[src/shared/lprtc_defs.vh]
// Constants of the low-power real-time counter: register offsets, field positions,
// reset values and widths. Assumes byte addresses on a 32-bit AXI4-Lite bus.
`ifndef LPRTC_DEFS_VH
`define LPRTC_DEFS_VH

// Register byte offsets
`define LPRTC_OFF_TASK_START 12'h000
`define LPRTC_OFF_TASK_STOP 12'h004
`define LPRTC_OFF_TASK_CLEAR 12'h008
`define LPRTC_OFF_TASK_FORCE 12'h00c
`define LPRTC_OFF_EV_TICK 12'h100
`define LPRTC_OFF_EV_WRAP 12'h104
`define LPRTC_OFF_EV_MATCH 12'h140
`define LPRTC_OFF_ROUTE 12'h340
`define LPRTC_OFF_ROUTE_SET 12'h344
`define LPRTC_OFF_ROUTE_CLR 12'h348
`define LPRTC_OFF_COUNT 12'h504
`define LPRTC_OFF_PRESCALE 12'h508
`define LPRTC_OFF_MATCH_VAL 12'h540

// Route enable field positions
`define LPRTC_RT_TICK 0
`define LPRTC_RT_WRAP 1
`define LPRTC_RT_MATCH_LSB 16

// Widths and counts
`define LPRTC_CNT_W 24
`define LPRTC_PRE_W 12
`define LPRTC_NMATCH 4

// Reset and special values
`define LPRTC_ROUTE_RST 32'h0000_0000
`define LPRTC_PRE_RST 12'h000
`define LPRTC_CNT_RST 24'h000000
`define LPRTC_CNT_MAX 24'hffffff
`define LPRTC_CNT_NEAR_WRAP 24'hfffff0

// AXI responses
`define LPRTC_RESP_OK 2'b00
`define LPRTC_RESP_DECERR 2'b11

`endif

[src/hw/lprtc_core.v]
// Low-power real-time counter with AXI4-Lite register slave.
// Assumes slow_clock is a level sampled on aclk, far slower than aclk;
// its edges are detected in the aclk domain, so there is a single clock.
`include "lprtc_defs.vh"

module lprtc_core (
  input wire aclk,
  input wire aresetn,
  input wire [11:0] s_axi_awaddr,
  input wire [2:0] s_axi_awprot,
  input wire s_axi_awvalid,
  output wire s_axi_awready,
  input wire [31:0] s_axi_wdata,
  input wire [3:0] s_axi_wstrb,
  input wire s_axi_wvalid,
  output wire s_axi_wready,
  output reg [1:0] s_axi_bresp,
  output reg s_axi_bvalid,
  input wire s_axi_bready,
  input wire [11:0] s_axi_araddr,
  input wire [2:0] s_axi_arprot,
  input wire s_axi_arvalid,
  output wire s_axi_arready,
  output reg [31:0] s_axi_rdata,
  output reg [1:0] s_axi_rresp,
  output reg s_axi_rvalid,
  input wire s_axi_rready,
  input wire slow_clock,
  output reg tick_event,
  output reg wrap_event,
  output reg [3:0] match_event,
  output reg fast_clk_req,
  output reg high_freq_req,
  output reg slow_clk_req,
  output reg running
);

  // Register kinds returned by the address decoder
  localparam K_NONE = 4'd0;
  localparam K_START = 4'd1;
  localparam K_STOP = 4'd2;
  localparam K_CLEAR = 4'd3;
  localparam K_FORCE = 4'd4;
  localparam K_EV_TICK = 4'd5;
  localparam K_EV_WRAP = 4'd6;
  localparam K_EV_MATCH = 4'd7;
  localparam K_ROUTE = 4'd8;
  localparam K_ROUTE_SET = 4'd9;
  localparam K_ROUTE_CLR = 4'd10;
  localparam K_COUNT = 4'd11;
  localparam K_PRESCALE = 4'd12;
  localparam K_MATCH_VAL = 4'd13;

  // Decodes a byte address into a register kind
  function [3:0] reg_kind;
    input [11:0] a;
    begin
      case (a)
        `LPRTC_OFF_TASK_START: reg_kind = K_START;
        `LPRTC_OFF_TASK_STOP: reg_kind = K_STOP;
        `LPRTC_OFF_TASK_CLEAR: reg_kind = K_CLEAR;
        `LPRTC_OFF_TASK_FORCE: reg_kind = K_FORCE;
        `LPRTC_OFF_EV_TICK: reg_kind = K_EV_TICK;
        `LPRTC_OFF_EV_WRAP: reg_kind = K_EV_WRAP;
        `LPRTC_OFF_ROUTE: reg_kind = K_ROUTE;
        `LPRTC_OFF_ROUTE_SET: reg_kind = K_ROUTE_SET;
        `LPRTC_OFF_ROUTE_CLR: reg_kind = K_ROUTE_CLR;
        `LPRTC_OFF_COUNT: reg_kind = K_COUNT;
        `LPRTC_OFF_PRESCALE: reg_kind = K_PRESCALE;
        default: begin
          if ((a & 12'hff3) == `LPRTC_OFF_EV_MATCH)
            reg_kind = K_EV_MATCH;
          else if ((a & 12'hff3) == `LPRTC_OFF_MATCH_VAL)
            reg_kind = K_MATCH_VAL;
          else
            reg_kind = K_NONE;
        end
      endcase
    end
  endfunction

  // Register state
  reg [`LPRTC_CNT_W-1:0] count;
  reg [`LPRTC_PRE_W-1:0] prescale;
  reg [`LPRTC_PRE_W-1:0] prescale_down_latch;
  reg [31:0] event_route_enable;
  reg [`LPRTC_CNT_W-1:0] match_value [0:`LPRTC_NMATCH-1];
  reg ev_tick;
  reg ev_wrap;
  reg [3:0] ev_match;
  reg events_blocked;
  reg slow_prev;
  reg start_pend;
  reg [2:0] task_pend;
  reg [2:0] task_armed;

  // Bus write capture
  reg aw_full;
  reg w_full;
  reg [11:0] aw_addr;
  reg [31:0] w_data;
  reg [3:0] w_strb;

  wire slow_rise = slow_clock & ~slow_prev;
  wire slow_fall = ~slow_clock & slow_prev;
  wire wr_go = aw_full & w_full & ~s_axi_bvalid;
  wire [3:0] wr_kind = reg_kind(aw_addr);
  wire [1:0] wr_idx = aw_addr[3:2];
  wire wr_one = w_strb[0] & w_data[0];
  wire [3:0] rd_kind = reg_kind(s_axi_araddr);
  wire [1:0] rd_idx = s_axi_araddr[3:2];
  wire task_stop_w = wr_go & (wr_kind == K_STOP) & wr_one;
  wire apply_clear = slow_rise & task_armed[0];
  wire apply_stop = slow_rise & task_armed[1];
  wire apply_force = slow_rise & task_armed[2];
  wire apply_start = slow_rise & start_pend;
  wire inc = slow_rise & running & (prescale_down_latch == {`LPRTC_PRE_W{1'b0}})
    & ~apply_clear & ~apply_force;
  wire [`LPRTC_CNT_W-1:0] count_inc = count + {{(`LPRTC_CNT_W-1){1'b0}}, 1'b1};
  wire live = ~events_blocked & ~task_stop_w;
  wire fire_tick = inc & live & event_route_enable[`LPRTC_RT_TICK];
  wire fire_wrap = inc & live & (count == `LPRTC_CNT_MAX)
    & event_route_enable[`LPRTC_RT_WRAP];
  wire [3:0] fire_match;

  // One comparator per compare register, live only on increments
  genvar gi;
  generate
    for (gi = 0; gi < `LPRTC_NMATCH; gi = gi + 1) begin : g_match
      assign fire_match[gi] = inc & live & (count_inc == match_value[gi])
        & event_route_enable[`LPRTC_RT_MATCH_LSB + gi];
    end
  endgenerate

  // Handshake outputs
  assign s_axi_awready = ~aw_full;
  assign s_axi_wready = ~w_full;
  assign s_axi_arready = ~s_axi_rvalid;

  // Write channel capture and response
  always @(posedge aclk) begin
    if (!aresetn) begin
      aw_full <= 1'b0;
      w_full <= 1'b0;
      aw_addr <= 12'h000;
      w_data <= 32'h0000_0000;
      w_strb <= 4'h0;
      s_axi_bvalid <= 1'b0;
      s_axi_bresp <= `LPRTC_RESP_OK;
    end else begin
      if (s_axi_awvalid && !aw_full) begin
        aw_full <= 1'b1;
        aw_addr <= s_axi_awaddr;
      end
      if (s_axi_wvalid && !w_full) begin
        w_full <= 1'b1;
        w_data <= s_axi_wdata;
        w_strb <= s_axi_wstrb;
      end
      if (wr_go) begin
        aw_full <= 1'b0;
        w_full <= 1'b0;
        s_axi_bvalid <= 1'b1;
        s_axi_bresp <= (wr_kind == K_NONE) ? `LPRTC_RESP_DECERR : `LPRTC_RESP_OK;
      end else if (s_axi_bvalid && s_axi_bready) begin
        s_axi_bvalid <= 1'b0;
      end
    end
  end

  // Read channel; the count is latched from the live counter on the read
  always @(posedge aclk) begin
    if (!aresetn) begin
      s_axi_rvalid <= 1'b0;
      s_axi_rdata <= 32'h0000_0000;
      s_axi_rresp <= `LPRTC_RESP_OK;
    end else if (s_axi_arvalid && !s_axi_rvalid) begin
      s_axi_rvalid <= 1'b1;
      s_axi_rresp <= (rd_kind == K_NONE) ? `LPRTC_RESP_DECERR : `LPRTC_RESP_OK;
      case (rd_kind)
        K_EV_TICK: s_axi_rdata <= {31'h0, ev_tick};
        K_EV_WRAP: s_axi_rdata <= {31'h0, ev_wrap};
        K_EV_MATCH: s_axi_rdata <= {31'h0, ev_match[rd_idx]};
        K_ROUTE: s_axi_rdata <= event_route_enable;
        K_ROUTE_SET: s_axi_rdata <= event_route_enable;
        K_ROUTE_CLR: s_axi_rdata <= event_route_enable;
        K_COUNT: s_axi_rdata <= {8'h00, count};
        K_PRESCALE: s_axi_rdata <= {20'h00000, prescale};
        K_MATCH_VAL: s_axi_rdata <= {8'h00, match_value[rd_idx]};
        default: s_axi_rdata <= 32'h0000_0000;
      endcase
    end else if (s_axi_rvalid && s_axi_rready) begin
      s_axi_rvalid <= 1'b0;
    end
  end

  // Configuration registers
  always @(posedge aclk) begin
    if (!aresetn) begin
      event_route_enable <= `LPRTC_ROUTE_RST;
      prescale <= `LPRTC_PRE_RST;
      match_value[0] <= `LPRTC_CNT_RST;
      match_value[1] <= `LPRTC_CNT_RST;
      match_value[2] <= `LPRTC_CNT_RST;
      match_value[3] <= `LPRTC_CNT_RST;
    end else if (wr_go) begin
      case (wr_kind)
        K_ROUTE: event_route_enable <= w_data & 32'h000f_0003;
        K_ROUTE_SET: event_route_enable <= event_route_enable | (w_data & 32'h000f_0003);
        K_ROUTE_CLR: event_route_enable <= event_route_enable & ~w_data;
        K_PRESCALE: begin
          if (!running && !start_pend)
            prescale <= w_data[`LPRTC_PRE_W-1:0];
        end
        K_MATCH_VAL: match_value[wr_idx] <= w_data[`LPRTC_CNT_W-1:0];
        default: prescale <= prescale;
      endcase
    end
  end

  // Task hand-off: start waits for a rising edge, the rest for a fall then a rise
  always @(posedge aclk) begin
    if (!aresetn) begin
      slow_prev <= 1'b0;
      start_pend <= 1'b0;
      task_pend <= 3'b000;
      task_armed <= 3'b000;
      events_blocked <= 1'b1;
    end else begin
      slow_prev <= slow_clock;
      start_pend <= (start_pend & ~slow_rise)
        | (wr_go & (wr_kind == K_START) & wr_one);
      task_pend <= (task_pend & ~(slow_rise ? task_armed : 3'b000))
        | {wr_go & (wr_kind == K_FORCE) & wr_one, task_stop_w,
           wr_go & (wr_kind == K_CLEAR) & wr_one};
      if (slow_fall)
        task_armed <= task_pend;
      else if (slow_rise)
        task_armed <= 3'b000;
      if (task_stop_w)
        events_blocked <= 1'b1;
      else if (apply_start)
        events_blocked <= 1'b0;
    end
  end

  // Slow-edge counter and prescaler
  always @(posedge aclk) begin
    if (!aresetn) begin
      count <= `LPRTC_CNT_RST;
      prescale_down_latch <= `LPRTC_PRE_RST;
      running <= 1'b0;
    end else begin
      if (apply_clear) begin
        count <= `LPRTC_CNT_RST;
        prescale_down_latch <= prescale;
      end else if (apply_force) begin
        count <= `LPRTC_CNT_NEAR_WRAP;
        prescale_down_latch <= prescale;
      end else if (apply_start) begin
        prescale_down_latch <= prescale;
      end else if (inc) begin
        count <= count_inc;
        prescale_down_latch <= prescale;
      end else if (slow_rise && running) begin
        prescale_down_latch <= prescale_down_latch - {{(`LPRTC_PRE_W-1){1'b0}}, 1'b1};
      end
      if (apply_stop)
        running <= 1'b0;
      else if (apply_start)
        running <= 1'b1;
    end
  end

  // Event flags: hardware set wins over a software clear of zero
  always @(posedge aclk) begin
    if (!aresetn) begin
      ev_tick <= 1'b0;
      ev_wrap <= 1'b0;
      ev_match <= 4'h0;
    end else begin
      ev_tick <= fire_tick
        | (ev_tick & ~(wr_go & (wr_kind == K_EV_TICK) & ~w_data[0]));
      ev_wrap <= fire_wrap
        | (ev_wrap & ~(wr_go & (wr_kind == K_EV_WRAP) & ~w_data[0]));
      ev_match <= fire_match | (ev_match & ~(
        {4{wr_go & (wr_kind == K_EV_MATCH) & ~w_data[0]}} & (4'h1 << wr_idx)));
    end
  end

  // Event pulses and clock requests; unrouted events never reach here
  always @(posedge aclk) begin
    if (!aresetn) begin
      tick_event <= 1'b0;
      wrap_event <= 1'b0;
      match_event <= 4'h0;
      fast_clk_req <= 1'b0;
      high_freq_req <= 1'b0;
      slow_clk_req <= 1'b0;
    end else begin
      tick_event <= fire_tick;
      wrap_event <= fire_wrap;
      match_event <= fire_match;
      fast_clk_req <= fire_tick | fire_wrap | (|fire_match);
      high_freq_req <= fire_tick | fire_wrap | (|fire_match);
      slow_clk_req <= (running & ~apply_stop) | start_pend;
    end
  end

endmodule // lprtc_core

[config.mk]
export PLATFORM = sky130hd
export DESIGN_NAME = lprtc_core
export DESIGN_NICKNAME = d
export VERILOG_FILES = /design/src/hw/lprtc_core.v
export VERILOG_INCLUDE_DIRS = /design/src /design/src/shared
export SDC_FILE = /design/constraint.sdc
export NUM_CORES = 1
export LEC_CHECK = 0
export BUFFER_PORTS_ARGS = -buffer_cell sky130_fd_sc_hd__buf_2
export CORE_MARGIN = 3
export CORE_UTILIZATION = 61
export DETAILED_ROUTE_END_ITERATION = 8
export GPL_TIMING_DRIVEN = 0
export PLACE_DENSITY = 0.84
export SYNTH_ARGS = -nofsm -noshare
export SYNTH_HDL_FRONTEND = slang
export SYNTH_SLANG_ARGS = --single-unit
[constraint.sdc]
create_clock -name aclk -period 4.74 [get_ports aclk]
set_clock_uncertainty 0.2 [all_clocks]
set_input_delay 0.474 -clock aclk [delete_from_list [all_inputs] [get_ports aclk]]
set_output_delay 0.474 -clock aclk [all_outputs]
set_load 0.01 [all_outputs]
; ---- After elaboration in Yosys (flattened, before gate mapping)
; Memories as Yosys holds them, arrays and structs flattened.
; Cells that the tools add are included.
[classes]
muxes = 35
order_cmp = 1
div_mod_pow = 0
n_eq_ne = 51
bitwise = 77
n_mul = 0
n_reduce_logical = 35
n_addsub = 2
shifts = 1
[ops]
columns = operator, count
row1 = 32-bit one-hot mux with 7 select lines, 1
row2 = 24-bit == test, 4
row3 = 24-bit two-way mux, 4
row4 = 32-bit one-hot mux with 3 select lines, 1
row5 = 4-bit one-hot mux with 11 select lines, 2
row6 = 12-bit by 10-bit == test with 1-bit output (second input constant), 6
row7 = 12-bit two-way mux, 5
row8 = 12-bit by 11-bit == test with 1-bit output (second input constant), 4
row9 = 12-bit by 4-bit == test with 1-bit output (second input constant), 4
row10 = 12-bit by 9-bit == test with 1-bit output (second input constant), 4
row11 = 1-bit AND, 44
row12 = 4-bit == test (second input constant), 11
row13 = 12-bit zero test, 3
row14 = 32-bit AND, 1
row15 = 32-bit NOT, 1
row16 = 32-bit by 20-bit OR with 32-bit output, 1
row17 = 4-bit by 3-bit == test with 1-bit output (second input constant), 7
row18 = 24-bit by 1-bit adder with 24-bit output (second input constant), 1
row19 = 12-bit by 3-bit == test with 1-bit output (second input constant), 2
row20 = 24-bit == test (second input constant), 1
row21 = 24-bit OR reduction, 1
row22 = 10-bit by 7-bit == test with 1-bit output (second input constant), 2
row23 = 10-bit by 9-bit == test with 1-bit output (second input constant), 2
row24 = 1-bit NOT, 17
row25 = other kinds (29), 73
[totals]
romBits = 0
memories = 1
out_inout_bits = 51
register_bits = 189
latchBits = 0
in_bits = 74
wordCells = 232
ramBits = 96
[memory_table]
columns = memory, words, word_bits, read_ports, rd_ports_with_merged_regs, wr, line
row1 = match_value, 4, 24, 5, 0, 4, lprtc_core.v:87  ; reg [`LPRTC_CNT_W-1:0] match_value [0:`LPRTC_NMATCH-1];

; ---- Depth between registers and ports, before layout
; Gate-level depths: netlist of the first run.
[logic_depth]
word_depth = 14
depth_mapped = 11
ltp_nobuf = 10

; ---- Worst setup path after synthesis of the first run
; OpenSTA, ideal clock, no wires.
[synth_timing]
path_kind = register -> register
from = register aw_addr[0]
to = memory match_value[0][0] (netlist name) (enable)
t_arrival_ps = 3685
period_less_slack_ps = 4293
setup_ps = 408
path_stages_with_launch = 9
path_buffers = 0
required_time_ps = 4132
setup_slack_ps = 447
cell_sequence = dfxtp_1 > or4b_1 > or4_4 > a21oi_4 > nor3_1 > nor2_2 > nand2_1 > or4_1 > o21ai_1
[synth_rtl]
columns = element, line
row1 = start: declaration, lprtc_core.v:100  ; reg [11:0] aw_addr;
row2 = start signal: assignment, lprtc_core.v:153  ; aw_addr <= s_axi_awaddr;
row3 = end: declaration, lprtc_core.v:87

; ---- Final worst setup path of the first run
[layout_timing]
from = register count[1]
to = register high_freq_req
[layout_via]
elab_chain_len = 6
elab_cells_between_ends = 19
classes_between = 1 x add/sub / 5 x eq/ne / 12 x bitwise / 1 x reduce/logical
[layout_rtl]
columns = element, line
row1 = start: declaration, lprtc_core.v:83  ; reg [`LPRTC_CNT_W-1:0] count;
row2 = start signal: assignment, lprtc_core.v:250  ; count <= `LPRTC_CNT_RST;
row3 = start signal: assignment, lprtc_core.v:255  ; count <= `LPRTC_CNT_RST;
row4 = start signal: assignment, lprtc_core.v:258  ; count <= `LPRTC_CNT_NEAR_WRAP;
row5 = 24-bit by 1-bit adder with 24-bit output, lprtc_core.v:119  ; wire [`LPRTC_CNT_W-1:0] count_inc = count + {{(`LPRTC_CNT_W-1){1'b0}}, 1'b1};
row6 = 24-bit == test, lprtc_core.v:130  ; assign fire_match[gi] = inc & live & (count_inc == match_value[gi])
row7 = 1-bit AND (2 in a row), lprtc_core.v:130
row8 = 4-bit OR reduction, lprtc_core.v:305  ; high_freq_req <= fire_tick | fire_wrap | (|fire_match);
row9 = 1-bit OR (*), lprtc_core.v:305
row10 = end signal: assignment, lprtc_core.v:305
row11 = end: declaration, lprtc_core.v:33  ; output reg high_freq_req,
; Every way passes the cells marked *; elsewhere a longest branch is shown, timed or not.
; A chain may end at the register's enable or synchronous reset.

==> summary.md, run 1 <==
| Metric | Value |
|---|---|
| Run status | complete, no violations |
| CTS tree | done |
| Int Power | 0.00406 W |
| Worst hold slack | 0.0172 ns |
| Final worst setup slack | 0.0997 ns |
| Number of global-route vias before repair | 14800 |
| Top_reg_cell synth | dfxtp_1 |
| Non-filler cells, final | 2229 |
| Die H | 165 microns |
| Crit Path Max Fanout | 9 |
| Nets | 1958 |
| Largest net degree at the start of global routing | 25 |
| Yosys warns | 0 |
| RSZ-0062 raised after global routing | no |
| FP Rows | 57 |
| Syn_area_per_cell | 9.16 sq um |
| Fraction of layout cells with a size suffix above 1 | 13.7% |
| Starting density of the core | 62.7% |
| Share of the synthesized area in the top cell type | 24.3% |
| Commonest cells post-synth | 237 x nand2_1, 187 x dfxtp_1, 110 x a21oi_1 |
| Clock Root Buffer | clkbuf_16 |
| Worst Tran Pin Value | 1.19 ns |
| Sw power | 0.00139 W |
| Leakage Power | 6.74 nW |
| Chip width | 165 microns |
| Fmax | 216 MHz |
| P&R area growth vs syn | 16.5% |
| Worst path bufs/invs | 1 |
| Pwr/cell area | 303 nW/um^2 |
| Worst Path Required | 5.00 ns |
| Avg WL per Cell | 26.8 microns |
| Min-Delay Path Depth | 3 |
| Worst vdd ir | 352 uV |
| Crit Path Class | flip-flop to flip-flop |
| # DRC | 0 |
| CP Capture Type | flip-flop |
| Cell taking the most area after synthesis | dfxtp_1 |
| CP Launch Type | flip-flop |
| Hpwl dp | 42.3 mm |
| DR pass1 iterations | 6 |
| Initial DRC count | 2494 |
| Hold Path Class | input pin to flip-flop |
| CP arrival | 4.90 ns |
| Post-Synthesis Cells | 1685 |
| Clock Tree Buf Depth | 3 |
| Post-synthesis sequential area ratio | 42.9% |
| Placer congestion estimate | 1.06 |
| Max Cap Viol | 0 |
| GRT Total Usage | 43.4% |
| Port buffer count | 113 |
| Hold Violations, Final | 0 |
| Crit path time final | 4.64 ns |
| Setup TNS | 0 ns |
| Top Family by Delay on Critical Path | simple AND/OR/NAND/NOR gates |
| Synthesized Nets | 1763 |
| H-tree lvl count | 1 |
| Die area | 27200 sq um |
| Final setup fails | 0 |
| Critical-path cell list | ha_1 > clkbuf_1 > nand2_1 > or4_1 > nor3_2 > xnor2_1 > xnor2_1 > or4_1 > or3_1 > a31oi_1 |
| First-pass GRT wire length | 89.1 mm |
| Critical path depth in cells | 10 |
| Worst Reg-to-Reg Cells | 10 |
| Seq pwr share | 48.3% |
| Final-report max-slew violation count | 0 |
| Pre-CTS WS | 0.0687 ns |
| Switching portion of total power | 25.5% |
| Seq cells post-synth | 283 |
| Post-CTS Setup Bufs | 0 |
| Crit-path max cell delay | 0.69 ns |
| CTS Sinks | 283 |
| Core area | 24600 sq um |
| I/O Pins | 125 |
| Grt total ovfl | 0 |
| Cell Area, Synth | 15400 sq um |
| Num CTS Buffers | 28 |
| Clock power frac | 43.3% |
| Async SR Flop Fraction | 0% |
| Number of distinct library cells after synthesis | 93 |
| Routed Antenna Nets | 0 |
| Drt total wl | 59.8 mm |
| Clk_lat worst skew | 0.58 ns |
| Via count | 15400 |
| Combinational Power Share | 8.3% |
| Critical path's slowest cell | or4_1 |
| Placed cell count | 2124 |
| Antenna violations before repair | 1 |
| Post-synth EDFFs | 96 |
| Count leader, synth | nand2_1 |
| Clock-pin slew on the worst setup and hold paths | 0.07 ns |
| Area contributors post-synth | dfxtp_1 24%, edfxtp_1 19%, nand2_1 5.8%, xnor2_1 4.9%, mux4_2 3.6% |
| Slew headroom | 20.1% |
| Final core area utilization | 73.1% |
| Vias per cell | 6.91 |
| Fin crit share | 97.9% |
-- cell families after synthesis --
group                    share of synthesized area (%)
AO/OA/AOI/OAI                                     15.5
flip-flops                                        42.9
XOR/XNOR                                          7.77
buffers and inverters                             4.23
adder cells (fa/ha/maj)                          0.324
AND/OR/NAND/NOR                                   24.2
multiplexers                                      5.02
-- per-stage QoR --
stage	total power, W	cell area (sq um)
after global routing	0.00554	18000
after CTS	0.00538	18000
final	0.00545	18000
after detailed placement	0.00307	16500
after global placement	0.00306	16400
after floorplan	0.00290	15400
-- power groups by stage --
stage / combinational [W] / sequential [W] / clock, W
after floorplan: 0.000251 / 0.00265 / 0
after global placement: 0.000376 / 0.00268 / 0
after detailed placement: 0.000391 / 0.00268 / 0
after CTS: 0.000427 / 0.00263 / 0.00233
after global routing: 0.000476 / 0.00264 / 0.00242
final: 0.000454 / 0.00264 / 0.00236
-- metal layers --
| metal | vias up | part of all wire [%] | GRT usage, % |
|---|---|---|---|
| met2 | 1360 | 45 | 67.3 |
| met5 | - | 0 | 0 |
| met4 | 0 | 5.6 | 20.7 |
| met1 | 7262 | 36 | 56.8 |
| li1 | 6500 | - | - |
| met3 | 283 | 14 | 11.1 |
-- worst reg2reg max path, delay by kind of cell, from the launching register on --
family | cells | cell delay (ns)
simple gates | 5 | 2.56
buf+inv | 1 | 0.48
flops | 1 | 0.43
xor+xnor | 2 | 0.40
compound gates | 1 | 0.29
fa+ha+maj | 1 | 0.18
-- path summary, 6_finish.rpt --
kind,from,end,slack (ns)
worst max register to register,count[1],high_freq_req,0.1
worst min register to register,w_strb[0],w_strb[0],0.26
worst max-delay path,count[1],high_freq_req,0.1
worst min-delay path,s_axi_arvalid,s_axi_rvalid,0.02
-- flip-flops by register name (all words and copies together), names as in the netlist, 3 cells and up --
signal               count
ev_match                 4
aw_addr                 12
task_pend                3
w_data                  32
match_event              4
s_axi_rdata             32
prescale_down_latch     12
match_value             96
count                   24
event_route_enable      32
task_armed               3
prescale                12
-- placed cells by master (no fill, tap or decap), types with 50 or more instances in the layout --
cell and count:
dlygate4sd3_1 50, buf_2 126, and3_1 59, xnor2_1 86
o21ai_0 67, a21oi_1 110, and2_1 79, clkbuf_1 91
dfxtp_1 187, nand3_1 50, nand2_1 237, edfxtp_1 96
nor2_1 91
-- what timing repair did --
| item | in CTS | in global routing |
|---|---|---|
| setup endpoints to repair | 1 | 1 |
| resized for setup | 1 | 1 |
| hold endpoints to repair | 50 | 0 |
| hold buffers | 50 | 0 |
| pin swaps | 0 | 0 |
-- layout make-up --
cell class / count / area [sq um]
antenna: 3 / 7.51
buffer: 129 / 548
clock inverter: 18 / 206
multi-input combinational: 1245 / 8190
clock buffer: 34 / 766
timing repair buffer: 165 / 1120
sequential: 283 / 6630
inverter: 28 / 105
tap: 324 / 405
fill: 1632 / 6630
Note: power is estimated with default switching activity, not from simulation.
==> run 2: changes to the inputs <==
--- a/config.mk
+++ b/config.mk
@@ -12,6 +12,9 @@
 export DETAILED_ROUTE_END_ITERATION = 8
 export GPL_TIMING_DRIVEN = 0
 export PLACE_DENSITY = 0.84
+export REMOVE_ABC_BUFFERS = 1
+export SETUP_SLACK_MARGIN = 0.15
 export SYNTH_ARGS = -nofsm -noshare
 export SYNTH_HDL_FRONTEND = slang
 export SYNTH_SLANG_ARGS = --single-unit
+export TNS_END_PERCENT = 20
==> summary.md, run 2 (synthesized netlist as in run 1, its figures left out) <==
| Metric | Value |
|---|---|
| Run status | finished, violations left |
| Violated checks | max-capacitance violations, max-slew violations |
| Clk_lat worst skew | 0.57 ns |
| First-pass GRT wire length | 82.5 mm |
| Largest net degree at the start of global routing | 61 |
| Slew headroom | -0.392% |
| Worst Reg-to-Reg Cells | 8 |
| Crit Path Class | flip-flop to flip-flop |
| Die H | 165 microns |
| Final worst setup slack | 0.101 ns |
| Nets | 1843 |
| Setup TNS | 0 ns |
| Hold Violations, Final | 0 |
| Leading cell types in the layout, fill and taps excluded | 235 x nand2_1, 185 x dfxtp_1, 115 x buf_2 |
| Routed Antenna Nets | 0 |
| P&R area growth vs syn | 15.2% |
| CTS tree | done |
| Num CTS Buffers | 29 |
| Max Cap Viol | 1 |
| Pre-CTS WS | -0.379 ns |
| CP arrival | 4.90 ns |
| Final-report max-slew violation count | 25 |
| Die area | 27200 sq um |
| Largest register FFs | 96 |
| Fin crit share | 97.9% |
| Hold Path Class | input pin to flip-flop |
| Number of global-route vias before repair | 13800 |
| Crit path launch | count[5] |
| Avg WL per Cell | 26.0 microns |
| Clock-pin slew on the worst setup and hold paths | 0.07 ns |
| Final core area utilization | 72.3% |
| GRT Total Usage | 39.8% |
| H-tree lvl count | 1 |
| Leakage Power | 6.69 nW |
| Hpwl dp | 37.0 mm |
| Fraction of layout cells with a size suffix above 1 | 15.1% |
| Grt total ovfl | 0 |
| Non-filler cells, final | 2112 |
| RSZ-0062 raised after global routing | yes |
| Largest Register | match_value |
| CP Capture Type | flip-flop |
| Vias per cell | 6.83 |
| # DRC | 0 |
| CTS Sinks | 283 |
| Pwr/cell area | 308 nW/um^2 |
| Antenna Cells | 0 |
| Antenna violations before repair | 0 |
| Worst vdd ir | 334 uV |
| Critical Path Sink | high_freq_req |
| CP Launch Type | flip-flop |
| Reg-to-Reg End | high_freq_req |
| Starting density of the core | 62.7% |
| Drt total wl | 55.0 mm |
| Worst Tran Pin Value | 1.50 ns |
| Final setup fails | 0 |
| R2r setup slk | 0.10 ns |
| Clock Tree Buf Depth | 3 |
| Fmax | 216 MHz |
| Crit path time final | 4.64 ns |
| Port buffer count | 115 |
| FP Rows | 57 |
| Commonest non-fill, non-tap cell in the layout | nand2_1 |
| Worst Path Required | 5.00 ns |
| DR pass1 iterations | 6 |
| I/O Pins | 125 |
| Via count | 14400 |
| Core area | 24600 sq um |
| Placer congestion estimate | 0.985 |
| Crit Path Max Fanout | 16 |
| Placed cell count | 2007 |
| R2R Path Start | count[5] |
| Initial DRC count | 1888 |
| Fillers | 1745 |
| Chip width | 165 microns |
| Clock Root Buffer | clkbuf_16 |
run 2: repair_timing:
item / in CTS / in global routing
hold buffers: 50 / 0
pin swaps: 0 / 2
hold endpoints to repair: 50 / 0
resized for setup: 6 / 12
setup buffers: 0 / 1
setup endpoints to repair: 149 / 143
run 2: worst min-delay path by stage:
| stage | end | cells after the start | slack [ns] | from |
|---|---|---|---|---|
| floorplan | w_data[24] | 2 | 0.23 | w_data[24] |
| global placement | s_axi_rdata[7] | 2 | 0.23 | s_axi_rdata[7] |
| detailed placement | s_axi_rdata[10] | 2 | 0.24 | s_axi_rdata[10] |
| CTS | s_axi_rvalid | 3 | 0.02 | s_axi_arvalid |
| global route | s_axi_rvalid | 3 | 0.03 | s_axi_arvalid |
| finish | s_axi_rvalid | 3 | 0.03 | s_axi_arvalid |
run 2: cell type report:
class | count | area (sq um) | share of cell area (%)
well taps | 324 | 405 | 2.28
clock inverters | 10 | 87.6 | 0.493
clock buffers | 44 | 906 | 5.10
multi-input cells | 1245 | 8310 | 46.7
inverters | 28 | 108 | 0.605
flip-flops and latches | 283 | 6630 | 37.3
repair buffers | 178 | 1330 | 7.50
run 2: through the flow:
| step | instance area [sq um] | hold WS (ns) | power, W |
|---|---|---|---|
| CTS | 17700 | 0.0218 | 0.00544 |
| detailed placement | 16200 | 0.243 | 0.00308 |
| global placement | 15900 | 0.231 | 0.00304 |
| finish | 17800 | 0.0300 | 0.00547 |
| floorplan | 14900 | 0.233 | 0.00288 |
| global route | 17800 | 0.0338 | 0.00558 |
run 2: routing by layer:
layer / track usage (%) / vias to the layer above / wire (microns)
met5: 0 / - / 0
met4: 14.5 / 0 / 2210
met3: 9.28 / 163 / 6140
met2: 63.1 / 956 / 25100
met1: 53.3 / 7024 / 21500
li1: - / 6287 / -
run 2: critical path: stages, from the launching register on:
cell       delay (ns)
dfxtp_1          0.75
nand3_1          0.62
nor4_2           0.85
xnor2_1          0.23
xnor2_1          0.29
a2111oi_1        0.67
nand4b_1         0.28
or3_1            0.37
a31oi_1          0.26
run 2: power by group:
group | total [W] | switching (W) | internal, W
Combinational | 0.000446 | 0.000265 | 0.000181
Sequential | 0.00264 | 0.0000795 | 0.00256
Clock | 0.00238 | 0.00100 | 0.00138
Total | 0.00547 | 0.00135 | 0.00412
==> run 3: changes to the inputs <==
--- a/config.mk
+++ b/config.mk
@@ -8,10 +8,11 @@
 export LEC_CHECK = 0
 export BUFFER_PORTS_ARGS = -buffer_cell sky130_fd_sc_hd__buf_2
 export CORE_MARGIN = 3
-export CORE_UTILIZATION = 61
+export CORE_UTILIZATION = 63
+export CTS_BUF_LIST = sky130_fd_sc_hd__clkbuf_4 sky130_fd_sc_hd__clkbuf_8
 export DETAILED_ROUTE_END_ITERATION = 8
 export GPL_TIMING_DRIVEN = 0
-export PLACE_DENSITY = 0.84
+export PLACE_DENSITY = 0.86
 export REMOVE_ABC_BUFFERS = 1
 export SETUP_SLACK_MARGIN = 0.15
 export SYNTH_ARGS = -nofsm -noshare
==> summary.md, run 3 (synthesized netlist as in run 1, its figures left out) <==
| Metric | Value |
|---|---|
| Run status | complete, no violations |
| Crit path launch | count[0] |
| GRT Total Usage | 38.6% |
| Clock-pin slew on the worst setup and hold paths | 0.06 ns |
| R2R Path Start | count[0] |
| Starting density of the core | 65.0% |
| Crit Path Class | flip-flop to flip-flop |
| Vias per cell | 6.69 |
| Clk_lat worst skew | 0.57 ns |
| Via count | 14300 |
| I/O Pins | 125 |
| Leakage Power | 6.67 nW |
| Switching portion of total power | 24.9% |
| Register area | 6630 sq um |
| P&R area growth vs syn | 14.7% |
| Top Family by Delay on Critical Path | simple AND/OR/NAND/NOR gates |
| Fin crit share | 99.4% |
| Avg WL per Cell | 24.4 microns |
| Critical path depth in cells | 9 |
| Antenna violations before repair | 0 |
| DR pass1 iterations | 6 |
| Commonest non-fill, non-tap cell in the layout | nand2_1 |
| Placer congestion estimate | 1.02 |
| CTS tree | done |
| Non-filler cells, final | 2133 |
| Core area | 23800 sq um |
| Critical Path Sink | high_freq_req |
| Chip width | 163 microns |
| Number of global-route vias before repair | 13700 |
| Hpwl dp | 35.2 mm |
| Sw power | 0.00130 W |
| Clock power frac | 41.2% |
| Worst Path Required | 4.98 ns |
| CP arrival | 4.95 ns |
| Initial DRC count | 1835 |
| Pwr/cell area | 296 nW/um^2 |
| Hold Violations, Final | 0 |
| # DRC | 0 |
| R2r setup slk | 0.03 ns |
| Grt total ovfl | 0 |
| Reg-to-Reg End | high_freq_req |
| Nets | 1859 |
| Combinational Power Share | 8.4% |
| Routed Antenna Nets | 0 |
| Largest Register | match_value |
| Worst hold slack | 0.0163 ns |
| Worst vdd ir | 242 uV |
| Num CTS Buffers | 45 |
| Largest net degree at the start of global routing | 56 |
| Largest register FFs | 96 |
| FP Rows | 56 |
| Placed cell count | 2001 |
| Port buffer count | 115 |
| Final-report max-slew violation count | 0 |
| Fraction of layout cells with a size suffix above 1 | 16.2% |
| H-tree lvl count | 2 |
| Area of the multi-input gates | 8280 sq um |
| Drt total wl | 52.1 mm |
| CTS Sinks | 283 |
| Crit path time final | 4.71 ns |
| Worst path bufs/invs | 0 |
| Critical-path cell list | ha_1 > nand2_1 > nor4_2 > xnor2_1 > a32o_1 > a2111oi_1 > nand4b_1 > or3_1 > a31oi_1 |
| Max Cap Viol | 0 |
| Crit Path Max Fanout | 9 |
| Hold Path Class | input pin to flip-flop |
| Worst Tran Pin Value | 1.46 ns |
| CP Capture Type | flip-flop |
| RSZ-0062 raised after global routing | yes |
| Int Power | 0.00393 W |
| Fmax | 212 MHz |
| Fillers | 1641 |
| Clock Root Buffer | clkbuf_8 |
| Final setup fails | 0 |
| Die H | 163 microns |
| Leading cell types in the layout, fill and taps excluded | 236 x nand2_1, 187 x dfxtp_1, 115 x buf_2 |
| CP Launch Type | flip-flop |
| Slew headroom | 2.40% |
| Die area | 26400 sq um |
| Seq pwr share | 50.4% |
| Worst Reg-to-Reg Cells | 9 |
| Crit-path max cell delay | 0.74 ns |
| Clock Tree Buf Depth | 3 |
| First-pass GRT wire length | 78.7 mm |
| Critical path's slowest cell | nor4_2 |
run 3: cell type report:
class	count	area share, %
well taps	319	2.26
multi-input cells	1245	46.8
diodes	1	0.0141
inverters	28	0.608
clock buffers	73	5.04
flip-flops and latches	283	37.5
repair buffers	178	7.65
clock inverters	6	0.191
run 3: worst min-delay path: stages:
cell     delay, ns
buf_2         0.09
nand2_1       0.06
a21oi_1       0.08
run 3: timing repair:
| action | in CTS | in global routing |
|---|---|---|
| endpoints found under the setup margin | 147 | 108 |
| gates resized for setup | 5 | 4 |
| buffers inserted | 0 | 2 |
| hold buffers | 50 | 0 |
| pin swaps | 0 | 2 |
| endpoints found under the hold margin | 49 | 0 |
run 3: metal layers:
layer  wire, microns  global-route usage (%)  vias up
met5               0                       0        -
met2           23500                    60.0      966
li1                -                       -     6314
met1           20500                    52.9     6824
met3            5980                    8.85      157
met4            2020                    14.8        0
run 3: worst min-delay path by stage:
| stage | endpoint | cells past startpoint | from | slack [ns] |
|---|---|---|---|---|
| floorplan | w_data[24] | 2 | w_data[24] | 0.23 |
| global placement | s_axi_rdata[8] | 2 | s_axi_rdata[8] | 0.23 |
| finish | aw_addr[0] | 3 | s_axi_awaddr[0] | 0.02 |
| global route | aw_addr[0] | 3 | s_axi_awaddr[0] | 0.03 |
| CTS | aw_addr[0] | 3 | s_axi_awaddr[0] | 0.006 |
| detailed placement | s_axi_rdata[5] | 2 | s_axi_rdata[5] | 0.24 |
run 3: power by group through the flow:
stage	Sequential, W	Combinational, W	Clock, W
after floorplan	0.00266	0.000219	0
after global placement	0.00268	0.000353	0
after detailed placement	0.00269	0.000385	0
after CTS	0.00263	0.000419	0.00214
after global routing	0.00264	0.000465	0.00226
final	0.00264	0.000437	0.00215
run 3: through the flow:
stage          instance area, sq um  setup TNS, ns  setup slack [ns]  util (%)  total power [W]
2_1_floorplan                 14900              0             0.353         -          0.00288
3_3_place_gp                  15900        -208.17             -1.48      66.8          0.00304
3_5_place_dp                  16200         -23.09            -0.366      68.1          0.00307
4_1_cts                       17600              0            0.0609      74.2          0.00520
5_1_grt                       17700        -0.0207           -0.0109      74.5          0.00537
6_report                      17700              0            0.0289      74.5          0.00523
